`src/rtl/csa_params.svh`:
```
`ifndef CSA_PARAMS_SVH
`define CSA_PARAMS_SVH

// register indices on the management port
`define CSA_ADDR_PHASE 8'h34
`define CSA_ADDR_LOOP  8'h35
`define CSA_ADDR_ALERT 8'h36

// phase indicator field positions
`define CSA_PH_EQUALIZE   10
`define CSA_PH_ABSORB     9
`define CSA_PH_SUSPENDED  8
`define CSA_PH_PRECOND    7
`define CSA_PH_MAIN       6
`define CSA_PH_NTC_PAUSE  5
`define CSA_PH_TIMER_TERM 4
`define CSA_PH_CX_TERM    3
`define CSA_PH_MAXTIME    2
`define CSA_PH_BAT_MISS   1
`define CSA_PH_BAT_SHORT  0
`define CSA_PH_MASK       16'h07FF

// loop indicator field positions
`define CSA_LP_UVCL  3
`define CSA_LP_IIN   2
`define CSA_LP_ICHG  1
`define CSA_LP_VCHG  0
`define CSA_LP_MASK  16'h000F

// threshold alert positions
`define CSA_AL_MEAS_VALID 15
`define CSA_AL_QCOUNT_LO  13
`define CSA_AL_QCOUNT_HI  12
`define CSA_AL_VBAT_LO    11
`define CSA_AL_VBAT_HI    10
`define CSA_AL_VIN_LO     9
`define CSA_AL_VIN_HI     8
`define CSA_AL_VSYS_LO    7
`define CSA_AL_VSYS_HI    6
`define CSA_AL_IIN_HI     5
`define CSA_AL_IBAT_LO    4
`define CSA_AL_DIE_HI     3
`define CSA_AL_BSR_HI     2
`define CSA_AL_NTC_COLD   1
`define CSA_AL_NTC_HOT    0
`define CSA_AL_MASK       16'hBFFF

// reset values
`define CSA_RST_ALERT 16'h0000

`endif

```
`src/rtl/csa_pkg.sv`:
```
package csa_pkg;

  // one telemetry sample set, signed 16-bit codes
  typedef struct packed {
    logic signed [15:0] qcount;
    logic signed [15:0] vbat;
    logic signed [15:0] vin;
    logic signed [15:0] vsys;
    logic signed [15:0] iin;
    logic signed [15:0] ibat;
    logic signed [15:0] die_temp;
    logic signed [15:0] bsr;
    logic signed [15:0] ntc_ratio;
  } csa_telem_t;

  // programmed limits, held outside this block
  typedef struct packed {
    logic signed [15:0] qcount_lo;
    logic signed [15:0] qcount_hi;
    logic signed [15:0] vbat_lo;
    logic signed [15:0] vbat_hi;
    logic signed [15:0] vin_lo;
    logic signed [15:0] vin_hi;
    logic signed [15:0] vsys_lo;
    logic signed [15:0] vsys_hi;
    logic signed [15:0] iin_hi;
    logic signed [15:0] ibat_lo;
    logic signed [15:0] die_temp_hi;
    logic signed [15:0] bsr_hi;
    logic signed [15:0] ntc_cold;
    logic signed [15:0] ntc_hot;
  } csa_limits_t;

  // register port request
  typedef struct packed {
    logic       rd;
    logic       wr;
    logic [7:0] addr;
    logic [15:0] wdata;
  } csa_req_t;

  typedef enum logic [1:0] {
    CSA_ACC_IDLE,
    CSA_ACC_READ,
    CSA_ACC_WRITE
  } csa_acc_t;

endpackage

```
`src/rtl/csa_alert_cmp.sv`:
```
`timescale 1ns/10ps
`include "csa_params.svh"

module csa_alert_cmp (
  // clock and reset
  input  wire logic                 clock_i,
  input  wire logic                 rst_i,
  // telemetry and limits
  input  wire csa_pkg::csa_telem_t  telem_i,
  input  wire csa_pkg::csa_limits_t limits_i,
  input  wire logic                 telem_valid_i,
  // one bit per alert, registered
  output logic [15:0]               cond_o
);
  import csa_pkg::*;

  logic [15:0] next_cond;

  // hot limit crossed when ratio falls below it (ratio drops as temp rises)
  always_comb begin
    next_cond = 16'h0000;
    if (telem_valid_i) begin
      next_cond[`CSA_AL_QCOUNT_LO] =
        telem_i.qcount < limits_i.qcount_lo;
      next_cond[`CSA_AL_QCOUNT_HI] =
        telem_i.qcount > limits_i.qcount_hi;
      next_cond[`CSA_AL_VBAT_LO] =
        telem_i.vbat < limits_i.vbat_lo;
      next_cond[`CSA_AL_VBAT_HI] =
        telem_i.vbat > limits_i.vbat_hi;
      next_cond[`CSA_AL_VIN_LO] =
        telem_i.vin < limits_i.vin_lo;
      next_cond[`CSA_AL_VIN_HI] =
        telem_i.vin > limits_i.vin_hi;
      next_cond[`CSA_AL_VSYS_LO] =
        telem_i.vsys < limits_i.vsys_lo;
      next_cond[`CSA_AL_VSYS_HI] =
        telem_i.vsys > limits_i.vsys_hi;
      next_cond[`CSA_AL_IIN_HI] =
        telem_i.iin > limits_i.iin_hi;
      next_cond[`CSA_AL_IBAT_LO] =
        telem_i.ibat < limits_i.ibat_lo;
      next_cond[`CSA_AL_DIE_HI] =
        telem_i.die_temp > limits_i.die_temp_hi;
      next_cond[`CSA_AL_BSR_HI] =
        telem_i.bsr > limits_i.bsr_hi;
      next_cond[`CSA_AL_NTC_COLD] =
        telem_i.ntc_ratio > limits_i.ntc_cold;
      next_cond[`CSA_AL_NTC_HOT] =
        telem_i.ntc_ratio < limits_i.ntc_hot;
    end
  end

  always_ff @(posedge clock_i) begin
    if (rst_i) begin
      cond_o <= 16'h0000;
    end else begin
      cond_o <= next_cond;
    end
  end

endmodule

```
`src/rtl/csa_regs.sv`:
```
`timescale 1ns/10ps
`include "csa_params.svh"

// How it works
// - phase register read-only, one-hot, bits 15 to 11 read zero.
// - bits 10..6: equalize, absorb, suspended, precondition, main charging.
// - bits 5..3: thermistor pause, timer termination, C/x termination.
// - bits 2..0: max charge time, missing battery, shorted battery faults.
// - loop register read-only, one-hot, zero outside charging phases.
// - loop bit 3 undervoltage loop, bit 2 input current limit loop.
// - loop bit 1 charge current loop, bit 0 battery voltage loop.
// - an alert bit sets only while its enable mask bit is set.
// - writing zero to an alert bit clears it, unless its condition hits in the same cycle (set wins).
// - alert stays set until cleared by host or its enable drops.
// - bit 15 sets when telemetry results first become valid.
// - bit 13 coulomb count low, bit 12 coulomb count high.
// - bit 11 battery voltage low, bit 10 battery voltage high.
// - bit 9 input voltage low, bit 8 input voltage high.
// - bit 7 system voltage low, bit 6 system voltage high.
// - bit 5 input current high, bit 4 battery current low.
// - bit 3 die temperature high, bit 2 battery resistance high.
// - bit 1 thermistor cold limit, bit 0 thermistor hot limit.

module csa_regs (
  // clock and reset
  input  wire logic                 clock_i,
  input  wire logic                 rst_i,
  // management port, from the serial port decoder
  input  wire csa_pkg::csa_req_t    req_i,
  output logic [15:0]               rdata_o,
  output logic                      rvalid_o,
  // charger state machine and loop indications
  input  wire logic [10:0]          phase_i,
  input  wire logic [3:0]           loop_i,
  // telemetry, limits and enable mask
  input  wire csa_pkg::csa_telem_t  telem_i,
  input  wire csa_pkg::csa_limits_t limits_i,
  input  wire logic                 telem_valid_i,
  input  wire logic [15:0]          alert_en_i,
  // alert state for the alert pin logic outside
  output logic [15:0]               alert_o
);
  import csa_pkg::*;

  logic [15:0] phase;
  logic [15:0] loop_ind;
  logic [15:0] alert;
  logic        meas_seen;
  logic [15:0] rdata;
  logic        rvalid;
  logic [15:0] next_phase;
  logic [15:0] next_loop;
  logic [15:0] next_alert;
  logic        next_meas_seen;
  logic [15:0] next_rdata;
  logic        next_rvalid;
  logic [15:0] cond;
  logic [15:0] hit;
  logic [15:0] clr;
  logic        charging;
  csa_acc_t    acc;

  // registered compare so the limit adders stay off the flag path
  csa_alert_cmp csa_alert_cmp_inst (
    .clock_i       (clock_i),
    .rst_i         (rst_i),
    .telem_i       (telem_i),
    .limits_i      (limits_i),
    .telem_valid_i (telem_valid_i),
    .cond_o        (cond)
  );

  always_comb begin
    if (req_i.wr) begin
      acc = CSA_ACC_WRITE;
    end else if (req_i.rd) begin
      acc = CSA_ACC_READ;
    end else begin
      acc = CSA_ACC_IDLE;
    end
  end

  // indicator capture
  always_comb begin
    next_phase = 16'h0000;
    next_loop  = 16'h0000;
    charging   = phase_i[`CSA_PH_EQUALIZE] | phase_i[`CSA_PH_ABSORB] |
                 phase_i[`CSA_PH_PRECOND] | phase_i[`CSA_PH_MAIN];
    // keep only the lowest set bit so a glitchy source stays one-hot
    for (int i = 0; i <= `CSA_PH_EQUALIZE; i++) begin
      if (phase_i[i] && (next_phase == 16'h0000)) begin
        next_phase[i] = 1'b1;
      end
    end
    if (charging) begin
      for (int i = 0; i <= `CSA_LP_UVCL; i++) begin
        if (loop_i[i] && (next_loop == 16'h0000)) begin
          next_loop[i] = 1'b1;
        end
      end
    end
    next_phase = next_phase & `CSA_PH_MASK;
    next_loop  = next_loop & `CSA_LP_MASK;
  end

  always_ff @(posedge clock_i) begin
    if (rst_i) begin
      phase    <= 16'h0000;
      loop_ind <= 16'h0000;
    end else begin
      phase    <= next_phase;
      loop_ind <= next_loop;
    end
  end

  // alert flags
  always_comb begin
    next_meas_seen = meas_seen | telem_valid_i;
    hit = cond;
    hit[`CSA_AL_MEAS_VALID] = telem_valid_i & ~meas_seen;
    // comparisons inside the compare block
    hit = hit & alert_en_i & `CSA_AL_MASK;
    clr = 16'h0000;
    if ((acc == CSA_ACC_WRITE) && (req_i.addr == `CSA_ADDR_ALERT)) begin
      clr = ~req_i.wdata;
    end
    // set wins over clear, so a persisting condition re-arms at once
    next_alert = ((alert & ~clr) | hit) & alert_en_i;
    next_alert = next_alert & `CSA_AL_MASK;
  end

  always_ff @(posedge clock_i) begin
    if (rst_i) begin
      alert     <= `CSA_RST_ALERT;
      meas_seen <= 1'b0;
    end else begin
      alert     <= next_alert;
      meas_seen <= next_meas_seen;
    end
  end

  // read port; writes to indicators are ignored
  always_comb begin
    next_rdata  = 16'h0000;
    next_rvalid = 1'b0;
    if (acc == CSA_ACC_READ) begin
      next_rvalid = 1'b1;
      unique case (req_i.addr)
        `CSA_ADDR_PHASE: next_rdata = phase;
        `CSA_ADDR_LOOP:  next_rdata = loop_ind;
        `CSA_ADDR_ALERT: next_rdata = alert;
        default:         next_rdata = 16'h0000;
      endcase
    end
  end

  always_ff @(posedge clock_i) begin
    if (rst_i) begin
      rdata  <= 16'h0000;
      rvalid <= 1'b0;
    end else begin
      rdata  <= next_rdata;
      rvalid <= next_rvalid;
    end
  end

  assign rdata_o  = rdata;
  assign rvalid_o = rvalid;
  assign alert_o  = alert;

endmodule

```
`config.mk`:
```
export PLATFORM = sky130hd
export DESIGN_NAME = csa_regs
export DESIGN_NICKNAME = d
export VERILOG_FILES = /design/src/rtl/csa_pkg.sv /design/src/rtl/csa_alert_cmp.sv /design/src/rtl/csa_regs.sv
export VERILOG_INCLUDE_DIRS = /design/src /design/src/rtl
export SDC_FILE = /design/constraint.sdc
export NUM_CORES = 1
export LEC_CHECK = 0
export ABC_AREA = 1
export ABC_CLOCK_PERIOD_IN_PS = 1300
export BUFFER_PORTS_ARGS = -buffer_cell sky130_fd_sc_hd__buf_2
export CORE_AREA = 2 2 179 181
export DETAILED_ROUTE_END_ITERATION = 16
export DIE_AREA = 0 0 181 183
export PLACE_DENSITY_LB_ADDON = 0.1
export SLEW_MARGIN = 20
export SYNTH_ARGS = -nofsm -noshare
export SYNTH_HDL_FRONTEND = slang
export SYNTH_SLANG_ARGS = --single-unit
```
`constraint.sdc`:
```
create_clock -name clock_i -period 1.3 [get_ports clock_i]
set_clock_uncertainty 0.1 [all_clocks]
set_input_delay 0.13 -clock clock_i [delete_from_list [all_inputs] [get_ports clock_i]]
set_output_delay 0.13 -clock clock_i [all_outputs]
set_load 0.02 [all_outputs]
```
## Word-level counts from Yosys, hierarchy flattened

Cells that the tools add are included.

| storage, ports and cells | value |
|---|---|
| register bits after elaboration | 80 |
| bits of input ports | 428 |
| output and inout port bits | 33 |
| word-level logic and storage cells | 97 |

| operators by class | value |
|---|---|
| magnitude comparators | 14 |
| eq/ne operators | 5 |
| mux-type cells | 23 |
| bitwise operators | 17 |
| reduce and logical (&&, ||, !) cells | 28 |

Operators by type and width:

| kind | count |
|---|---|
| greater-than comparator 16 bit | 8 |
| less-than comparator 16 bit | 6 |
| bitwise AND 16 bit | 3 |
| case mux 16 bit (3 select lines) | 1 |
| inverter 16 bit | 2 |
| == test 8 x 6 -> 1 bit, second input constant | 3 |
| 2-to-1 mux 1 bit | 20 |
| 2-to-1 mux 16 bit | 1 |
| OR 16 bit | 1 |
| logical AND 1 bit | 14 |
| zero test 10 bit | 1 |
| zero test 9 bit | 1 |
| zero test 8 bit | 1 |
| zero test 7 bit | 1 |
| zero test 3 bit | 2 |
| zero test 6 bit | 1 |
| inverter 1 bit | 6 |
| OR reduction 2 bit | 3 |
| zero test 5 bit | 1 |
| zero test 2 bit | 2 |
| zero test 4 bit | 1 |
| OR 1 bit | 4 |
| == test 2 x 1 -> 1 bit, second input constant | 1 |
| == test 2 bit, second input constant | 1 |
| other kinds (2) | 2 |

## Longest topological paths before layout

| depth | value |
|---|---|
| word-level depth | 31 |
| gate-level depth with buffers | 13 |
| depth with buffers taken out | 13 |

## Modules after synthesis

Synthesis repeated with hierarchy kept, for this count alone.

| unflattened totals | value |
|---|---|
| cell total of the unflattened synthesis | 1327 |
| area, all modules | 8440.6 um^2 |

Modules (own cells, without submodules):

| module | instances | cells each | area an instance (um^2) | seq. area each (um^2) |
|---|---|---|---|---|
| csa_alert_cmp | 1 | 1057 | 6439.9 | 280.3 |
| csa_regs | 1 | 270 | 2000.7 | 940.9 |

## Worst setup path before layout

No wires, ideal clock.

| timing | value |
|---|---|
| path kind | input port to flip-flop |
| start point | input port req_i[18] in the netlist's numbering |
| end point | register alert[0] (netlist: alert_o[0]) |
| library setup time | 0.122 ns |
| data arrival time | 1.092 ns |
| data required time | 1.078 ns |
| setup slack | -0.013 ns |
| stages on the path | 7 |
| buffers on the path | 1 |
| path through | inv_1 -> or2_4 -> nor3_4 -> nand2_1 -> buf_2 -> o21ai_0 -> a21oi_1 |

| on the way | value |
|---|---|
| cells in the longest elaborated chain, start to end | 7 |

Ends and longest elaborated chain:

| element | RTL line | source |
|---|---|---|
| start, declared | csa_regs.sv:29 | `input wire csa_pkg::csa_req_t req_i,` |
| == test 8 x 6 -> 1 bit | -- |  |
| logical AND 1 bit | csa_regs.sv:124 | `` if ((acc == CSA_ACC_WRITE) && (req_i.addr == `CSA_ADDR_ALERT)) begin `` |
| 2-to-1 mux 16 bit | csa_regs.sv:124 |  |
| inverter 16 bit | csa_regs.sv:128 | `next_alert = ((alert & ~clr) \| hit) & alert_en_i;` |
| bitwise AND 16 bit | csa_regs.sv:128 |  |
| OR 16 bit | csa_regs.sv:128 |  |
| bitwise AND 16 bit | csa_regs.sv:128 |  |
| end signal, assigned | csa_regs.sv:134 | `` alert <= `CSA_RST_ALERT; `` |
| end signal, assigned | csa_regs.sv:137 | `alert <= next_alert;` |
| end, declared | csa_regs.sv:47 | `logic [15:0] alert;` |

No other way between the ends.
A chain may end at the register's enable or synchronous reset.

## Final worst setup path

| timing | value |
|---|---|
| start point | input port phase_i[4] |
| end point | register phase[7] |

| on the way | value |
|---|---|
| cells in the longest elaborated chain, start to end | 11 |

Ends and longest elaborated chain:

| element | RTL line | source |
|---|---|---|
| start, declared | csa_regs.sv:33 | `input wire logic [10:0] phase_i,` |
| logical AND 1 bit * | csa_regs.sv:91 | `if (phase_i[i] && (next_phase == 16'h0000)) begin` |
| 2-to-1 mux 1 bit * | csa_regs.sv:91 |  |
| zero test 5 bit | csa_regs.sv:91 |  |
| logical AND 1 bit | csa_regs.sv:91 |  |
| 2-to-1 mux 1 bit | csa_regs.sv:91 |  |
| zero test 6 bit | csa_regs.sv:91 |  |
| logical AND 1 bit | csa_regs.sv:91 |  |
| 2-to-1 mux 1 bit | csa_regs.sv:91 |  |
| zero test 7 bit * | csa_regs.sv:91 |  |
| logical AND 1 bit * | csa_regs.sv:91 |  |
| 2-to-1 mux 1 bit * | csa_regs.sv:91 |  |
| end signal, assigned | csa_regs.sv:111 | `phase <= next_phase;` |
| end, declared | csa_regs.sv:45 | `logic [15:0] phase;` |

Mark *: on every way between the ends. The rest lies on a longest branch, timed or not.

==> impl_metrics.ini <==
[synthesis]
ys_seq_area_share_pct = 15.1
ys_warn_count = 0
avgSynthCellArea_um2 = 6.43
postSynthCellCount = 1256
netlist_area_mm2 = 0.00807
yosys_register_bits = 61
yosysUniqueCellTypes = 28

[worst_hold_path]
hold_path_class = in -> reg

[run]
cap_violations = 0

[status]
status = finished clean

[place]
port_buffers = 456
placed_cell_area_mm2 = 0.0112
routabilityCongestion = 0.822
hpwlAfterDp_mm = 26.2

[timing]
fmax_ghz = 0.819
worst_pin_slew_ns = 0.646
finalSetupTns_ns = 0
max-slew-margin-rel_pct = 56.4
finalCritPeriodShare_pct = 93.9
period_minus_slack_ns = 1.22
setup_viol = 0
rsz0062_at_grt = false
hold_violations = 0
finalMaxSlewViolations = 0
holdWs_ns = 0.0155

[floorplanning]
core_area_mm2 = 0.0312
rows = 65
die-area_mm2 = 0.0331
die_x_um = 181
io_pins = 461
initial_core_util_pct = 25.9
die_h_um = 183

[pwr]
total_power_w = 0.00711
power_density_mw_per_mm2 = 593
worst_ir_drop_vdd_uv = 570
p_leak_nw = 7.55

[clocking]
cts-buffers-inserted = 9
cts_tree = done
insertion_delay_ns = 0.34
cts.sinks = 61
path_clk_slew_ns = 0.06
cts_buffer_depth = 2
postCtsSetupBuffers = 0
htree_levels = 3
cts_root_buffer = clkbuf_16

[worst_setup_path]
worstSetupPathType = in -> reg
worstPathArrival_ns = 1.35
crit_path_start_kind = input pin
end_kind = register
cp_max_fo = 3
required_ns = 1.43

[global_route]
grt_max_degree = 12
use_met1_pct = 18.8
grt_pass1_vias = 9352
busiest_layer = met2
grt_overflow = 0
grt_use_total_pct = 17.4
grt_pass1_wl_mm = 45.6
antenna_found_initial = 5
grtUsageMet2_pct = 33.5
use_met3_pct = 4.51

[drt]
routed_wl_mm = 28.9
drt-pass1-iter-count = 4
remaining_drc_errors = 0
wl_per_cell_um = 13.0
vias_per_cell = 4.13
via_count = 9191
drtAntennaViolNets = 0
dr.first_iter.drc_count = 196

[finish]
drive_gt1_share_pct = 29.9
fill_cells = 3529
fin_area_mm2 = 0.0120
synthToLayoutAreaGrowth_pct = 48.5
nets = 2459
worst max-delay path: stages:
cell           delay (ns)
buf_2                0.09
dlygate4sd3_1        0.58
nor3_2               0.27
inv_1                0.09
nor4_1               0.19
worst paths after layout:
kind / to / slack, ns / depth (start not counted) / from
max: phase[7]$_SDFF_PP0_ / 0.08 / 5 / phase_i[4]
min reg2reg: alert_o[6]$_SDFF_PP0_ / 0.33 / 2 / csa_alert_cmp_inst.cond_o[6]$_SDFF_PP0_
max reg2reg: alert_o[15]$_SDFF_PP0_ / 0.44 / 4 / alert_o[15]$_SDFF_PP0_
min: alert_o[15]$_SDFF_PP0_ / 0.02 / 3 / req_i[15]
cell type report:
| class | count | area (um2) | share of cell area [%] |
|---|---|---|---|
| multi-input combinational | 846 | 5560 | 46.4 |
| timing repair buffer | 552 | 3110 | 26.0 |
| clock inverter | 6 | 63.8 | 0.532 |
| tap | 402 | 503 | 4.19 |
| sequential | 61 | 1220 | 10.2 |
| clock buffer | 10 | 229 | 1.91 |
| antenna | 4 | 10.0 | 0.0835 |
| inverter | 343 | 1290 | 10.7 |
routing by layer:
metal / part of all wire, % / up-vias
met3: 6.7 / 28
met1: 41 / 3824
met5: 0.038 / -
met4: 1.9 / 2
li1: - / 5057
met2: 50 / 280
registers in the layout, summed over array words and instances (netlist names):
register	flops
alert_o	15
csa_alert_cmp_inst.cond_o	14
loop_ind	4
meas_seen	1
phase	11
rdata_o	15
rvalid_o	1
through the flow:
stage	setup WS, ns	util [%]	std cells
6_report	0.0793	38.4	2224
5_1_grt	0.00863	38.4	2222
4_1_cts	0.0124	38.3	2220
3_5_place_dp	-0.242	35.9	2160
3_3_place_gp	-0.205	35.9	2160
2_1_floorplan	0.0100	-	1257
kinds of logic after synthesis:
kind of cell	count (synthesis)	share of synthesized area, %
buffers and inverters	350	16.4
adders and majority gates	218	33.8
AOI/OAI and AO/OA	177	12.0
DFF	61	15.1
other	1	0.0464
and+or+nand+nor	449	22.6
cells in the final DEF (no fill, tap or decap), types with 2 or more instances in the layout:
cell,synthesis,final
a21oi_2,7,8
a21oi_1,107,106
dlygate4sd3_1,0,44
nor2_1,92,90
inv_2,2,2
nand3_1,42,42
buf_2,3,456
buf_4,2,52
nor3_2,0,4
o21bai_1,10,10
conb_1,1,2
o21ai_1,2,2
clkbuf_16,0,9
nor4_1,3,3
clkinv_2,0,2
o21ai_0,38,38
inv_1,340,340
o21a_1,4,4
ha_1,218,218
nand4_1,11,11
nor2_2,0,2
dfxtp_1,61,61
a31oi_1,6,6
nand2_1,274,273
clkinvlp_4,0,2
diode_2,0,4
nor3_1,24,20
synth_stat cells:
cell | number | area, um2
a21boi_0 | 1 | 7.51
a21oi_1 | 107 | 536
a21oi_2 | 7 | 61.3
a21oi_4 | 1 | 16.3
a31oi_1 | 6 | 37.5
buf_2 | 3 | 15.0
buf_4 | 2 | 15.0
clkbuf_1 | 2 | 7.51
clkinv_1 | 1 | 3.75
conb_1 | 1 | 3.75
dfxtp_1 | 61 | 1220
ha_1 | 218 | 2730
inv_1 | 340 | 1280
inv_2 | 2 | 7.51
nand2_1 | 274 | 1030
nand3_1 | 42 | 210
nand3b_1 | 1 | 7.51
nand4_1 | 11 | 68.8
nor2_1 | 92 | 345
nor3_1 | 24 | 120
nor3_4 | 1 | 16.3
nor4_1 | 3 | 18.8
o21a_1 | 4 | 30.0
o21ai_0 | 38 | 190
o21ai_1 | 2 | 10.0
o21bai_1 | 10 | 75.1
o41ai_1 | 1 | 8.76
or2_4 | 1 | 8.76
where the power goes:
part	total (W)	internal [W]	switching [W]
clock	0.00238	0.00148	0.000905
combinational	0.00277	0.00139	0.00138
sequential	0.00196	0.00193	0.0000266
repair_timing:
action,in CTS,in global routing
hold endpoints to repair,31,0
gates resized for setup,0,5
hold buffers,44,0
setup endpoints to repair,0,8
Note: power is estimated with default switching activity, not from simulation.
